### config.mk
export PLATFORM = sky130hd
export DESIGN_NAME = ompfs_top
export DESIGN_NICKNAME = d
export VERILOG_FILES = /design/src/common/ompfs_pkg.sv /design/src/design/ompfs_mode_decode.sv /design/src/design/ompfs_pin_select.sv /design/src/design/ompfs_top.sv
export SDC_FILE = /design/constraint.sdc
export NUM_CORES = 1
export LEC_CHECK = 0
export BUFFER_PORTS_ARGS = -buffer_cell sky130_fd_sc_hd__buf_4
export CAP_MARGIN = 20
export CORE_MARGIN = 4
export CORE_UTILIZATION = 40
export DETAILED_ROUTE_END_ITERATION = 6
export PLACE_DENSITY = 0.67
export SLEW_MARGIN = 20
export SYNTH_ARGS = -nofsm -noshare
export SYNTH_HDL_FRONTEND = slang
export SYNTH_SLANG_ARGS = --single-unit
export TNS_END_PERCENT = 30
### constraint.sdc
create_clock -name pclk -period 2 [get_ports pclk]
set_clock_uncertainty 0.15 [all_clocks]
set_input_delay 0.1 -clock pclk [delete_from_list [all_inputs] [get_ports pclk]]
set_output_delay 0.1 -clock pclk [all_outputs]
set_load 0.1 [all_outputs]
### src/common/ompfs_pkg.sv
// How it works
// - on-chip ram follows the ram enable bit; bit resets to 1
// - mode 1: 64 kbyte space, rom off, 8-bit bus after reset
// - mode 1: ports b,c address, port d data, part of port f control
// - modes 1,2: any 16-bit area makes bus 16 bits, port e data
// - mode 2: rom on, ports b,c inputs until their direction bit is 1
// - modes 2,3: usable rom limited to 56 kbytes on large-rom variants
// - modes 3,7: rom on, no external access, all ports general i/o
// - mode 4: 16 mbyte space, rom off, p1 low/a/b/c address, d/e data
// - modes 4,5: port1 low pins inputs until their direction bit is 1
// - mode 4: starts 16-bit; goes 8-bit only when all areas 8-bit
// - modes 5,6: starts 8-bit; goes 16-bit with port e when any area 16-bit
// - mode 6: rom on, p1 low/a/b/c inputs until direction bit is 1
// - 64 kbyte space in modes 1-3, 16 mbyte in modes 4-7
// - modes 4-6 split the space into eight areas with own widths
// - port functions per mode: p1 low, pa low, pf upper pins
// - mode is the 3-bit pin value; only 1 to 7 are valid
// - expanded modes: any 16-bit area gives 16-bit bus, else 8-bit
package ompfs_pkg;
  localparam int          NUM_AREAS      = 8;
  localparam int          MODE_W         = 3;
  localparam int          PORT_W         = 8;
  localparam int          P1LOW_W        = 4;
  // register byte addresses
  localparam logic [11:0] MODE_REG_ADDR  = 12'h000;
  localparam logic [11:0] SYS_REG_ADDR   = 12'h004;
  localparam logic [11:0] AREA_REG_ADDR  = 12'h008;
  localparam logic [11:0] DDR_REG_ADDR   = 12'h00C;
  localparam logic [11:0] STAT_REG_ADDR  = 12'h010;
  // mode register layout
  localparam logic [7:0]  MODE_REG_FIXED = 8'h80;
  // system control register
  localparam logic [7:0]  SYS_RESET      = 8'h01;
  localparam logic [7:0]  SYS_WMASK      = 8'hB9;
  localparam int          RAM_EN_BIT     = 0;
  // area width register: bit per area, 1 = 16-bit access
  localparam logic [7:0]  AREA_ALL8      = 8'h00;
  localparam logic [7:0]  AREA_ALL16     = 8'hFF;
  // direction register fields: [3:0] p1 low, [7:4] unused, [15:8] port b, [23:16] port c, [27:24] port a low
  localparam int          DDR_P1_LSB     = 0;
  localparam int          DDR_PB_LSB     = 8;
  localparam int          DDR_PC_LSB     = 16;
  localparam int          DDR_PA_LSB     = 24;
  // address space sizes in kbytes
  localparam int          SPACE_NORMAL_KB = 64;
  localparam int          SPACE_ADV_KB    = 16384;
  localparam int          ROM_NORMAL_KB   = 56;
  // status register bit positions
  localparam int          ST_ROM    = 0;
  localparam int          ST_ADV    = 1;
  localparam int          ST_BUS16  = 2;
  localparam int          ST_EXT    = 3;
  localparam int          ST_ROMLIM = 4;
  localparam int          ST_VALID  = 5;
  localparam int          ST_PE_D   = 6;
  localparam int          ST_PFU_C  = 7;
  localparam int          ST_MODE_LSB = 8;
  typedef enum logic [2:0] {
    OMPFS_M0, OMPFS_M1, OMPFS_M2, OMPFS_M3, OMPFS_M4, OMPFS_M5, OMPFS_M6, OMPFS_M7
  } ompfs_mode_t;
endpackage : ompfs_pkg

### src/design/ompfs_mode_decode.sv
// decodes the captured mode into the static system attributes
module ompfs_mode_decode
  import ompfs_pkg::*;
(
  input  wire logic [MODE_W-1:0] mode,
  output logic                   mode_valid,
  output logic                   rom_en,
  output logic                   adv_mode,
  output logic                   expanded,
  output logic                   rom_limit,
  output logic                   start_16,
  output logic                   area_split
);
  // one process covers the whole mode table
  always_comb begin
    mode_valid = (mode != MODE_W'(OMPFS_M0));
    adv_mode   = mode[2];
    rom_en     = mode_valid && (mode[1] == 1'b1);
    expanded   = mode_valid && !(mode[1] && mode[0]);
    rom_limit  = (mode == MODE_W'(OMPFS_M2)) || (mode == MODE_W'(OMPFS_M3));
    start_16   = (mode == MODE_W'(OMPFS_M4));
    area_split = adv_mode && expanded;
  end
endmodule : ompfs_mode_decode

### src/design/ompfs_pin_select.sv
// per-pin address drive: a pin drives only in its address role, and on a gated port only with direction bit set
module ompfs_pin_select
  import ompfs_pkg::*;
#(
  parameter int WIDTH = PORT_W
) (
  input  wire logic [WIDTH-1:0] ddr,
  input  wire logic             addr_role,
  input  wire logic             ddr_gated,
  output logic      [WIDTH-1:0] addr_oe
);
  // a gated port comes up as inputs; ungated address ports drive at once
  for (genvar i = 0; i < WIDTH; i++) begin : g_pin
    assign addr_oe[i] = addr_role && (!ddr_gated || ddr[i]);
  end
endmodule : ompfs_pin_select

### src/design/ompfs_top.sv
// operating mode capture, bus width control and pin function select with apb registers
//
// Our own choices: the register offsets and register access over APB.
module ompfs_top
  import ompfs_pkg::*;
(
  input  wire logic                pclk,
  input  wire logic                presetn,
  input  wire logic                psel,
  input  wire logic                penable,
  input  wire logic                pwrite,
  input  wire logic [11:0]         paddr,
  input  wire logic [31:0]         pwdata,
  output logic      [31:0]         prdata,
  output logic                     pready,
  output logic                     pslverr,
  input  wire logic [MODE_W-1:0]   operating_mode_pins,
  output logic                     onchip_ram_enable,
  output logic                     onchip_rom_enable,
  output logic                     rom_limit_56k,
  output logic                     advanced_mode,
  output logic                     external_access_en,
  output logic                     bus_16bit,
  output logic                     mode_invalid,
  output logic      [P1LOW_W-1:0]  port1_low_addr_oe,
  output logic      [P1LOW_W-1:0]  porta_low_addr_oe,
  output logic      [PORT_W-1:0]   portb_addr_oe,
  output logic      [PORT_W-1:0]   portc_addr_oe,
  output logic                     portd_data_en,
  output logic                     porte_data_en,
  output logic                     portf_upper_control_en,
  output logic                     portf_other_control_en,
  output logic                     port1_low_timer_en
);
  logic                  captured_r, captured_nxt;
  logic [MODE_W-1:0]     mode_r, mode_nxt;
  logic [7:0]            sys_r, sys_nxt;
  logic [NUM_AREAS-1:0]  area16_r, area16_nxt;
  logic [31:0]           ddr_r, ddr_nxt;
  logic [31:0]           prdata_r, prdata_nxt;
  logic                  mode_valid, rom_en, adv, ext, rom_lim, start16, split;
  logic                  wr_en, rd_en, addr_hit;
  logic [31:0]           status;
  logic                  p1_role, pa_role, pbc_role, pbc_gated;

  ompfs_mode_decode u_dec (
    .mode       (mode_r),
    .mode_valid (mode_valid),
    .rom_en     (rom_en),
    .adv_mode   (adv),
    .expanded   (ext),
    .rom_limit  (rom_lim),
    .start_16   (start16),
    .area_split (split)
  );

  // apb access strobes; zero wait states so the access phase ends in its first cycle
  assign wr_en    = psel && penable && pwrite;
  assign rd_en    = psel && !penable && !pwrite;
  assign pready   = 1'b1;
  assign addr_hit = (paddr == MODE_REG_ADDR) || (paddr == SYS_REG_ADDR) || (paddr == AREA_REG_ADDR) ||
                    (paddr == DDR_REG_ADDR) || (paddr == STAT_REG_ADDR);
  assign pslverr  = psel && penable && !addr_hit;

  // mode is caught once, on the first edge after reset release, and never again
  always_comb begin
    captured_nxt = 1'b1;
    mode_nxt     = captured_r ? mode_r : operating_mode_pins;
  end

  // software state: system control, area widths, direction bits
  always_comb begin
    sys_nxt    = sys_r;
    area16_nxt = area16_r;
    ddr_nxt    = ddr_r;
    // area widths start from the mode's reset width until the mode is known
    if (!captured_r) begin
      area16_nxt = (operating_mode_pins == MODE_W'(OMPFS_M4)) ? AREA_ALL16 : AREA_ALL8;
    end else if (wr_en) begin
      unique case (paddr)
        SYS_REG_ADDR:  sys_nxt    = (pwdata[7:0] & SYS_WMASK);
        // every expanded mode takes area widths, so modes 1 and 2 can widen too
        AREA_REG_ADDR: area16_nxt = ext ? pwdata[NUM_AREAS-1:0] : area16_r;
        DDR_REG_ADDR:  ddr_nxt    = pwdata;
        default: ;
      endcase
    end
  end

  // read data is latched in the setup cycle and held through the access phase
  always_comb begin
    prdata_nxt = prdata_r;
    if (rd_en) begin
      unique case (paddr)
        MODE_REG_ADDR: prdata_nxt = {24'h000000, MODE_REG_FIXED | {5'h00, mode_r}};
        SYS_REG_ADDR:  prdata_nxt = {24'h000000, sys_r};
        AREA_REG_ADDR: prdata_nxt = {24'h000000, area16_r};
        DDR_REG_ADDR:  prdata_nxt = ddr_r;
        STAT_REG_ADDR: prdata_nxt = status;
        default:       prdata_nxt = 32'h00000000;
      endcase
    end
  end

  // all control state registered here
  always_ff @(posedge pclk or negedge presetn) begin
    if (!presetn) begin
      captured_r <= 1'b0;
      mode_r     <= MODE_W'(OMPFS_M0);
      sys_r      <= SYS_RESET;
      area16_r   <= AREA_ALL8;
      ddr_r      <= 32'h00000000;
      prdata_r   <= 32'h00000000;
    end else begin
      captured_r <= captured_nxt;
      mode_r     <= mode_nxt;
      sys_r      <= sys_nxt;
      area16_r   <= area16_nxt;
      ddr_r      <= ddr_nxt;
      prdata_r   <= prdata_nxt;
    end
  end

  assign prdata = prdata_r;

  // bus width: any 16-bit area makes a 16-bit bus in every expanded mode
  always_comb begin
    bus_16bit = ext && captured_r && (|area16_r);
  end

  // ram enable drives the ram directly; the transfer engine hazard is software's to avoid
  assign onchip_ram_enable  = sys_r[RAM_EN_BIT];
  assign onchip_rom_enable  = captured_r && rom_en;
  assign rom_limit_56k      = captured_r && rom_lim;
  assign advanced_mode      = captured_r && adv;
  assign external_access_en = captured_r && ext;
  assign mode_invalid       = captured_r && !mode_valid;

  // port roles per mode; single-chip modes leave everything to general i/o
  always_comb begin
    p1_role   = captured_r && ext && adv;
    pa_role   = p1_role;
    pbc_role  = captured_r && ext;
    pbc_gated = (mode_r == MODE_W'(OMPFS_M2)) || (mode_r == MODE_W'(OMPFS_M6));
    portd_data_en          = captured_r && ext;
    porte_data_en          = bus_16bit;
    portf_upper_control_en = captured_r && ext;
    portf_other_control_en = captured_r && ext;
    port1_low_timer_en     = !p1_role;
  end

  // port 1 low pins always wait for their direction bits in the address modes
  ompfs_pin_select #(.WIDTH(P1LOW_W)) u_p1 (
    .ddr       (ddr_r[DDR_P1_LSB +: P1LOW_W]),
    .addr_role (p1_role),
    .ddr_gated (1'b1),
    .addr_oe   (port1_low_addr_oe)
  );

  // port a low is gated only in mode 6
  ompfs_pin_select #(.WIDTH(P1LOW_W)) u_pa (
    .ddr       (ddr_r[DDR_PA_LSB +: P1LOW_W]),
    .addr_role (pa_role),
    .ddr_gated (mode_r == MODE_W'(OMPFS_M6)),
    .addr_oe   (porta_low_addr_oe)
  );

  ompfs_pin_select #(.WIDTH(PORT_W)) u_pb (
    .ddr       (ddr_r[DDR_PB_LSB +: PORT_W]),
    .addr_role (pbc_role),
    .ddr_gated (pbc_gated),
    .addr_oe   (portb_addr_oe)
  );

  ompfs_pin_select #(.WIDTH(PORT_W)) u_pc (
    .ddr       (ddr_r[DDR_PC_LSB +: PORT_W]),
    .addr_role (pbc_role),
    .ddr_gated (pbc_gated),
    .addr_oe   (portc_addr_oe)
  );

  // status word shows the decoded mode attributes
  always_comb begin
    status                               = 32'h00000000;
    status[ST_ROM]                       = onchip_rom_enable;
    status[ST_ADV]                       = advanced_mode;
    status[ST_BUS16]                     = bus_16bit;
    status[ST_EXT]                       = external_access_en;
    status[ST_ROMLIM]                    = rom_limit_56k;
    status[ST_VALID]                     = captured_r && mode_valid;
    status[ST_PE_D]                      = porte_data_en;
    status[ST_PFU_C]                     = portf_upper_control_en;
    status[ST_MODE_LSB +: MODE_W]        = mode_r;
  end
endmodule : ompfs_top

==> impl_results.md, run 1 <==
* Outcome: complete, but fails checks
* Failing checks: negative setup slack
* Sw frac at 34.9%
* 1st-pass router iterations at 4
* #FFs+latches synth at 81
* R2r worst-path depth at 5
* Logic gate share of total power at 29.3%
* WL final at 11.7 mm
* Depth of the CTS H-tree at 3
* Final hold vios at 0
* Detailed placement HPWL at 8.23 mm
* Initial antenna violation count at 0
* Largest net degree at the start of global routing at 44
* Lkg Pwr at 0.00297 uW
* Most Crowded Layer GR: met2
* Startpoint types: flop
* Hold slack at 63.4 ps
* Final ANT Viol Nets at 0
* Post-synthesis adder-cell area fraction at 0%
* Slew headroom at 61.7%
* Sequential-to-total area share from yosys stat at 50.8%
* Critical R2R Capture: ddr_r[10]$_DFFE_PN0P_
* Proportion of synthesized area in mux cells at 15.9%
* FF+latch area at 0.00203 sq mm
* Sequential share of power at 40.4%
* # IOs at 122
* Xor and xnor area share after synthesis at 0%
* Worst stage delay on the critical path at 420 ps
* Crit path max fanout at 21
* R2R Setup Slk at 130 ps
* Fin crit share at 102%
* Met3 Use GR at 3.36%
* Aggregate global-route resource usage at 20.3%
* Clock Latency Late Sink at 350 ps
* 1st-iter DRT viols at 195
* Die Wd at 108 um
* WHS Path Cells at 4
* CP Capture Type: output pin
* CTS Sinks at 81
* FFs w/ async S/R, synth at 100%
* TritonCTS buffer count at 9
* Final setup vio count at 16
* Initial Utilization at 41.0%
* Yosys warns at 0
* Maximum vdd drop at 432 uV
* Unrepaired setup endpoints after global routing: true
* Via density at 5.25
* Nets at 556
* Post-synth top flop: dfrtp_1
* Pwr Density at 686 mW/mm^2
* TritonCTS clock tree: built
* Worst-Margin Slew at 575 ps
* Total vias in the final route at 3373
* Clock transition at path regs at 90 ps
* Area share of and/or/nand/nor cells after synthesis at 12.5%
* Min Tclk post-route at 2050 ps
* Core area at 0.00973 sq mm
* DIE HEIGHT at 108 um
* Synth Area in Compound Gates at 15.5%
* Met2 usage at 32.5%
* Global route total overflow at 0
* Mapped Cells at 329
* Layout cell share with drive strength beyond 1 at 47.2%
* Die area at 0.0116 sq mm
* Clock power share at 30.3%
* Internal power at 2710 uW
* Number of buffers added on ports at 120
* CTS Buffer Depth at 2
* Residual DRC at 0
* Critical path required time at 1750 ps
* Main combinational cell family by area after synthesis: multiplexers
* Layout Area Growth over Synthesis at 52.0%
* Worst Path Arrival at 1800 ps
* Netlist cell types at 49
* GPL Wtd Cong at 0.955
* Setup WS post-layout at -49.2 ps
* Crit-path cells: or3_4 -> and3_4 -> buf_12 -> o21a_1 -> buf_6
* Fill cells at 775
* ANT cells at 0
* CP top delay family: simple AND/OR/NAND/NOR gates
* HP Class: in2reg
* Max-cap violation count at 0
* Max Freq at 488 MHz
* Post-Syn Area per Cell at 12.1 sq um
* Wire per inst at 18.2 um
* Vias in the first global route at 3511
* Met1 Use GR at 28.3%
* Hold Path Origin: psel
* Max Slew Vio Count at 0
* Net Sw Power at 1450 uW
* PnR Total Power at 4170 uW
* WS Path Type: reg2out
* Crit path buf inv count at 2
* CTS root buf: clkbuf_8
* Mapped cell area at 0.00399 sq mm
* Setup tns final at -654 ps
* WHS Endpoint: prdata[0]$_DFFE_PN0P_
* Multi-input gate area at 0.00186 sq mm
* Utilization after layout at 62.4%
* First-pass GRT wire length at 18.6 mm
* Slowest cell on crit path: dfrtp_1
* EDFF count, synth at 0
* RR Startpoint: captured_r$_DFF_PN0_
* Cell Rows at 36
==> cell families after synthesis <==
logic type             after synthesis
AO/OA/AOI/OAI                       85
other                                1
flip-flops                          81
multiplexers                        47
buffers and inverters               32
AND/OR/NAND/NOR                     83
==> Yosys cell counts (6+ instances only) <==
cell	number	area, sq um
dfrtp_1	80	2000
mux2_4	30	450
a22o_1	23	201
o21ai_0	17	85.1
o21a_1	16	120
nor2_1	15	56.3
nand2_1	14	52.6
clkbuf_1	12	45.0
mux2_2	11	124
nand4_1	10	62.6
a31oi_1	9	56.3
a22oi_1	6	45.0
mux2i_1	6	60.1
nand3_1	6	30.0
==> worst reg2reg max path: cells and delay by family (launching register included) <==
| family | cells | cell delay (ps) |
|---|---|---|
| multiplexers | 1 | 330 |
| AND/OR/NAND/NOR | 2 | 570 |
| buffers and inverters | 2 | 350 |
| flip-flops | 1 | 350 |
==> timing repair <==
item / 4_1_cts / 5_1_grt
hold endpoints to repair: 91 / 0
pin swaps: 3 / 3
setup endpoints to repair: 27 / 31
gates resized for setup: 54 / 12
hold buffers: 38 / 0
buffers inserted: 2 / 4
==> area by class of cell <==
cell class / count / share of cell area, %
tap: 133 / 2.74
multi-input combinational: 217 / 30.6
clock buffer: 10 / 2.27
clock inverter: 6 / 1.26
inverter: 5 / 0.371
sequential: 81 / 33.4
timing repair buffer: 190 / 29.3
==> state kept, by name, summed over array words and instances, names as in the netlist <==
name,flops
mode_r,3
prdata,32
captured_r,1
area16_r,8
sys_r,5
ddr_r,32
==> through the flow <==
stage,cell area [sq um],cells,worst slack [ps]
after floorplan,4080,330,-421
after global placement,5160,582,4.25
after detailed placement,5160,582,-45.9
after CTS,5990,638,-51.5
after global routing,6070,642,-102
final,6070,642,-49.2
==> worst max path at each step <==
stage | from | end | cells past startpoint
after floorplan | captured_r$_DFF_PN0_ | porta_low_addr_oe[0] | 6
after global placement | paddr[9] | ddr_r[28]$_DFFE_PN0P_ | 6
after detailed placement | paddr[9] | ddr_r[29]$_DFFE_PN0P_ | 6
after CTS | mode_r[0]$_DFFE_PN0N_ | portc_addr_oe[6] | 5
after global routing | mode_r[0]$_DFFE_PN0N_ | portc_addr_oe[7] | 5
final | mode_r[0]$_DFFE_PN0N_ | portc_addr_oe[3] | 5
==> power groups by stage <==
stage | logic (uW) | registers, uW | clock network, uW
4_1_cts | 1190 | 1680 | 1290
3_5_place_dp | 1010 | 1710 | 0
5_1_grt | 1270 | 1690 | 1370
3_3_place_gp | 1010 | 1710 | 0
6_report | 1220 | 1680 | 1260
2_1_floorplan | 690 | 1730 | 0
==> cells in the final DEF (no fill, tap or decap), types with 6 or more instances in the layout <==
cell / count
clkbuf_8: 10
buf_12: 16
mux2_2: 11
o21a_1: 8
mux2_4: 30
a22oi_1: 6
nor2_1: 11
dlygate4sd3_1: 38
mux2i_1: 6
a31oi_1: 9
buf_6: 16
nand4_1: 10
nand2_1: 13
dfrtp_1: 80
nand3_1: 6
buf_4: 120
o21ai_0: 17
a22o_1: 23
==> per-layer routing <==
metal	vias up	wire (um)	share of wire, %
met3	23	692	5.9
met5	-	0	0
li1	1573	-	-
met1	1641	5120	44
met2	136	5660	48
met4	0	212	1.8
Note: power is estimated with default switching activity, not from simulation.
==> inputs of run 2 (changes only) <==
--- a/config.mk
+++ b/config.mk
@@ -14,5 +14,6 @@
 export SLEW_MARGIN = 20
 export SYNTH_ARGS = -nofsm -noshare
 export SYNTH_HDL_FRONTEND = slang
+export SYNTH_HIERARCHICAL = 1
 export SYNTH_SLANG_ARGS = --single-unit
 export TNS_END_PERCENT = 30
==> run 2 against run 1 <==
Net effect: the flow still finishes with violations (negative setup slack); synthesized area up 0.28%; fmax fell by 9.2%; total power increased by 3.2%; clock power is 3% higher; sequential power is essentially flat; combinational power rose by 9%; worst setup slack worse by 210 ps; worst hold slack worse by 19 ps; cell count down 1.6%; wire length shrank 5.4%; flip-flop and latch count unchanged; critical path type unchanged; critical endpoint is now porta_low_addr_oe[1]; highest routed layer unchanged.
==> impl_results.md, run 2 <==
* Highest routed layer: met4
* R2R Setup Slk at -80 ps (-210 ps)
* Most frequent cells in the layout: 108 x buf_4, 79 x dfrtp_1, 36 x dlygate4sd3_1
* Final ANT Viol Nets at 0 (unchanged)
* DR WL met2 at 5.64 mm (-0.35%)
* Initial Utilization at 41.0% (-0.074 points)
* Aggregate global-route resource usage at 19.1% (-1.2 points)
* CTS Buffer Depth at 2 (unchanged)
* Detailed placement HPWL at 7.57 mm (-8.0%)
* Non-Filler Instances at 632 (-1.6%)
* Fin crit share at 113% (+10 points)
* Outcome: complete, but fails checks
* Commonest non-fill, non-tap cell in the layout: buf_4
* TritonCTS clock tree: built
* Final hold vios at 0 (unchanged)
* Startpoint types: flop
* Vias in the first global route at 3416 (-2.7%)
* Die Wd at 108 um (+0.13%)
* Hold Path Origin: paddr[4]
* Worst Path Arrival at 2010 ps (+210 ps)
* Maximum vdd drop at 699 uV (+62%)
* Layout cell share with drive strength beyond 1 at 50.3% (+3.1 points)
* DIE HEIGHT at 108 um (+0.13%)
* Hold slack at 44.0 ps (-19.4 ps)
* WHS Endpoint: prdata[1]$_DFFE_PN0P_
* CP dominant cell by count: a21boi_4
* WS Path Type: reg2out
* Critical R2R Capture: prdata[7]$_DFFE_PN0P_
* PnR Total Power at 4300 uW (+3.2%)
* Worst stage delay on the critical path at 380 ps (-40 ps)
* Cell Rows at 36 (unchanged)
* Metal3 WL at 544 um (-21%)
* R2r worst-path depth at 7 (+2)
* Largest net degree at the start of global routing at 50 (+14%)
* 1st-pass router iterations at 5 (+1)
* CP Capture Type: output pin
* Wire length on met1 at 4.77 mm (-6.9%)
* RR Startpoint: mode_r[2]$_DFFE_PN0N_
* Placed Instances at 576 (-1.0%)
* GPL Wtd Cong at 0.838 (-12%)
* Min Tclk post-route at 2260 ps (+208 ps)
* Unrepaired setup endpoints after global routing: true
* Max Freq at 443 MHz (-9.2%)
* Lkg Pwr at 0.00304 uW (+2.3%)
* Clock transition at path regs at 80 ps (about the same)
* WHS Path Cells at 3 (-1)
* Depth of the CTS H-tree at 3 (unchanged)
* Via density at 5.07 (-3.4%)
* Setup WS post-layout at -257 ps (-208 ps)
* Total vias in the final route at 3206 (-5.0%)
* First-pass GRT wire length at 17.6 mm (-5.5%)
* # IOs at 122 (unchanged)
* Mapped Cells at 322 (-2.1%)
* CTS Sinks at 81 (unchanged)
* Yosys warns at 6 (+6)
* Slowest cell on crit path: dfrtp_1
* Residual DRC at 0 (unchanged)
* Global route total overflow at 0 (unchanged)
* Nets at 546 (-1.8%)
* Number of buffers added on ports at 120 (unchanged)
* ANT cells at 0 (unchanged)
* WL final at 11.0 mm (-5.4%)
* Crit-path cells: or3_4 -> a21boi_4 -> buf_6 -> nand2_4 -> clkinvlp_4 -> a21boi_4 -> buf_12
* 1st-iter DRT viols at 94 (-52%)
* Core area at 0.00977 sq mm (+0.46%)
* Slew headroom at 61.7% (about the same)
* Die area at 0.0117 sq mm (+0.27%)
* Crit path max fanout at 8 (-62%)
* Final setup vio count at 31 (+15)
* Failing checks: negative setup slack
* HP Class: in2reg
* Initial antenna violation count at 0 (unchanged)
* Critical path required time at 1750 ps (about the same)
* Layout Area Growth over Synthesis at 58.3%
* Mapped cell area at 0.00401 sq mm (+0.28%)
* Worst-Margin Slew at 566 ps (-8.58 ps)
* Pwr Density at 678 mW/mm^2 (-1.2%)
* Wire per inst at 17.5 um (-3.9%)
* TritonCTS buffer count at 9 (unchanged)
* Post-Syn Area per Cell at 12.4 sq um (+2.5%)
* CTS root buf: clkbuf_8
* Max Slew Vio Count at 0 (unchanged)
* Max-cap violation count at 0 (unchanged)
* Clock Latency Late Sink at 340 ps (about the same)
[run 2: power by group]
group / leakage (uW) / switching, uW / internal, uW
Clock: 0.000107 / 589 / 708
Sequential: 0.00111 / 17.1 / 1660
Combinational: 0.00182 / 823 / 503
Total: 0.00304 / 1430 / 2870
[run 2: worst max-delay path: cells and delay by family (launching register included)]
kind	cells	cell delay, ps
DFF	1	380
buffers and inverters	3	490
and+or+nand+nor	2	450
AOI/OAI and AO/OA	2	360
[run 2: per-layer routing]
| metal | global-route usage [%] | vias up |
|---|---|---|
| met5 | 0 | - |
| met4 | 3.70 | 0 |
| met3 | 4.78 | 8 |
| met2 | 33.1 | 92 |
| met1 | 24.3 | 1603 |
| li1 | - | 1503 |
[run 2: what timing repair did]
action                                  4_1_cts  5_1_grt
buffers inserted                              4        0
cloned                                        0        0
gates resized for setup                      72       17
hold buffers                                 36        0
endpoints found under the hold margin       129        0
endpoints found under the setup margin       31       40
pin swaps                                     2        0
[run 2: area by class of cell]
class                           count  area, sq um
Tap cell                          133          166
Clock inverter                      6         90.1
Fill cell                         715         3430
Sequential cell                    81         2030
Timing Repair Buffer              181         1840
Multi-Input combinational cell    195         1980
Clock buffer                       10          128
Inverter                           26          105
[run 2: worst max path at each step]
stage | start | endpoint | slack, ps | cells past startpoint
after floorplan | mode_r[0]$_DFFE_PN0N_ | portb_addr_oe[1] | -560 | 5
after global placement | mode_r[1]$_DFFE_PN0N_ | portc_addr_oe[1] | -30 | 6
after detailed placement | mode_r[1]$_DFFE_PN0N_ | portc_addr_oe[7] | -70 | 6
after CTS | mode_r[2]$_DFFE_PN0N_ | porta_low_addr_oe[1] | -310 | 7
after global routing | mode_r[2]$_DFFE_PN0N_ | portc_addr_oe[4] | -330 | 7
final | mode_r[2]$_DFFE_PN0N_ | porta_low_addr_oe[1] | -260 | 7
[run 2: stage by stage]
step / setup WS (ps) / util [%] / area, sq um / setup TNS [ps]
floorplan: -562 / - / 4200 / -15470
global placement: -28.1 / 54.6 / 5330 / -400
detailed placement: -74.9 / 54.6 / 5330 / -1160
CTS: -310 / 64.1 / 6270 / -7190
global route: -325 / 64.9 / 6340 / -8870
finish: -257 / 64.9 / 6340 / -6460
==> inputs of run 3 (changes only) <==
--- a/config.mk
+++ b/config.mk
@@ -11,6 +11,7 @@
 export CORE_UTILIZATION = 40
 export DETAILED_ROUTE_END_ITERATION = 6
 export PLACE_DENSITY = 0.67
+export SETUP_SLACK_MARGIN = 0.5
 export SLEW_MARGIN = 20
 export SYNTH_ARGS = -nofsm -noshare
 export SYNTH_HDL_FRONTEND = slang
==> run 3 against run 2 <==
Net effect: the flow still finishes with violations (negative setup slack); sequential power barely moved; die area did not move; global-route usage rose by 1.8 points; critical endpoint unchanged.
==> impl_results.md, run 3 (synthesis results as in run 2) <==
* Final setup vio count at 32 (+3.2%)
* WHS Path Cells at 4 (+1)
* 1st-iter DRT viols at 108 (+15%)
* Die Wd at 108 um (unchanged)
* Multi-input gate area at 0.00211 sq mm (+6.8%)
* TritonCTS clock tree: built
* Min Tclk post-route at 2300 ps (+43.0 ps)
* Setup tns final at -7940 ps (-1480 ps)
* Worst-Margin Slew at 584 ps (+17.9 ps)
* R2r worst-path depth at 7 (unchanged)
* Via density at 5.21 (+2.8%)
* CTS root buf: clkbuf_8
* Global route total overflow at 0 (unchanged)
* CP dominant cell by count: a21boi_4
* DIE HEIGHT at 108 um (unchanged)
* Fill cells at 696 (-2.7%)
* WS Path Type: reg2out
* HP Class: in2reg
* Max-cap violation count at 0 (unchanged)
* Outcome: complete, but fails checks
* Setup WS post-layout at -300 ps (-43.0 ps)
* Detailed placement HPWL at 7.86 mm (+3.9%)
* Maximum vdd drop at 451 uV (-36%)
* TritonCTS buffer count at 9 (unchanged)
* GPL Wtd Cong at 0.831 (-0.80%)
* CTS Sinks at 81 (unchanged)
* Worst stage delay on the critical path at 390 ps (about the same)
* Placed Instance Area at 0.00532 sq mm (-0.23%)
* Nets at 554 (+1.5%)
* Lkg Pwr at 0.00313 uW (+3.1%)
* Largest net degree at the start of global routing at 37 (-26%)
* Crit-path cells: or3_4 -> a21boi_4 -> buf_6 -> nand2_4 -> clkinvlp_4 -> a21boi_4 -> buf_12
* Clock transition at path regs at 90 ps (about the same)
* First-pass GRT wire length at 18.7 mm (+6.4%)
* ANT cells at 0 (unchanged)
* Slowest cell on crit path: or3_4
* Initial antenna violation count at 0 (unchanged)
* Unrepaired setup endpoints after global routing: true
* Commonest non-fill, non-tap cell in the layout: buf_4
* Post-route design area at 0.00661 sq mm (+4.3%)
* Most frequent cells in the layout: 106 x buf_4, 78 x dfrtp_1, 37 x dlygate4sd3_1
* Layout Area Growth over Synthesis at 65.1%
* Layout cell share with drive strength beyond 1 at 53.3% (+3.0 points)
* CTS Buffer Depth at 2 (unchanged)
* Critical path required time at 1750 ps (about the same)
* Cell Rows at 36 (unchanged)
* Worst Path Arrival at 2050 ps (+40 ps)
* Residual DRC at 0 (unchanged)
* Initial Utilization at 41.0% (unchanged)
* Total vias in the final route at 3337 (+4.1%)
* Pwr Density at 644 mW/mm^2 (-5.0%)
* Hold slack at 23.6 ps (-20.4 ps)
* Max Slew Vio Count at 0 (unchanged)
* Max Freq at 435 MHz (-1.9%)
* # IOs at 122 (unchanged)
* Wire per inst at 18.8 um (+7.3%)
* Depth of the CTS H-tree at 3 (unchanged)
* 1st-pass router iterations at 4 (-1)
* Clock Latency Late Sink at 360 ps (+20 ps)
* Crit path max fanout at 8 (unchanged)
* Utilization after layout at 67.6% (+2.8 points)
* Fin crit share at 115% (+2.1 points)
* Startpoint types: flop
* FF+latch area at 0.00203 sq mm (about the same)
* Final hold vios at 0 (unchanged)
* Core area at 0.00977 sq mm (unchanged)
* Die area at 0.0117 sq mm (unchanged)
* Number of buffers added on ports at 120 (unchanged)
* Failing checks: negative setup slack
* CP Capture Type: output pin
* Aggregate global-route resource usage at 20.8% (+1.8 points)
* Vias in the first global route at 3529 (+3.3%)
* Slew headroom at 60.7% (-1.0 points)
* Final ANT Viol Nets at 0 (unchanged)
* WL final at 12.0 mm (+8.7%)
-- run 3: power by group --
| part | internal [uW] | switching (uW) |
|---|---|---|
| clock | 499 | 637 |
| combinational | 585 | 858 |
| sequential | 1660 | 19.6 |
-- run 3: what timing repair did --
item | in CTS | in global routing
gates cloned | 1 | 0
resized for setup | 127 | 20
hold buffers | 37 | 0
buffers inserted | 7 | 3
hold endpoints to repair | 129 | 0
endpoints found under the setup margin | 85 | 90
pin swaps | 3 | 3
-- run 3: path summary, 6_finish.rpt --
kind / startpoint / end / slack, ps
worst max register to register: mode_r[2]$_DFFE_PN0N_ / prdata[7]$_DFFE_PN0P_ / -90
max in group asynchronous: presetn / sys_r[0]$_DFFE_PN1P_ / 1010
min in group asynchronous: presetn / prdata[22]$_DFFE_PN0P_ / 70
worst max-delay path: mode_r[2]$_DFFE_PN0N_ / porta_low_addr_oe[1] / -300
worst min-delay path: paddr[4] / prdata[1]$_DFFE_PN0P_ / 20
worst min register to register: prdata[6]$_DFFE_PN0P_ / prdata[6]$_DFFE_PN0P_ / 330
-- run 3: metal layers --
layer | share of wire [%] | vias to the layer above | GRT usage, %
li1 | - | 1520 | -
met1 | 40 | 1673 | 26.2
met2 | 51 | 119 | 35.9
met3 | 6.1 | 25 | 4.06
met4 | 2.4 | 0 | 7.12
met5 | 0 | - | 0
-- run 3: per-stage QoR --
stage | setup slack (ps) | instances | total power [uW]
final | -300 | 640 | 4260
after global routing | -372 | 640 | 4400
after CTS | -339 | 637 | 4250
after detailed placement | -5.24 | 576 | 2770
after global placement | 6.75 | 576 | 2760
after floorplan | -562 | 327 | 2470
-- run 3: area by class of cell --
type / instances / area share, %
multi-input combinational: 195 / 31.9
clock inverter: 6 / 0.795
timing repair buffer: 189 / 30.4
sequential: 81 / 30.7
inverter: 26 / 1.59
clock buffer: 10 / 2.08
tap: 133 / 2.52
-- run 3: worst max-delay path, delay by kind of cell, from the launching register on --
| kind | cells | cell delay [ps] |
|---|---|---|
| AO/OA/AOI/OAI | 2 | 360 |
| buffers and inverters | 3 | 490 |
| flip-flops | 1 | 380 |
| AND/OR/NAND/NOR | 2 | 450 |
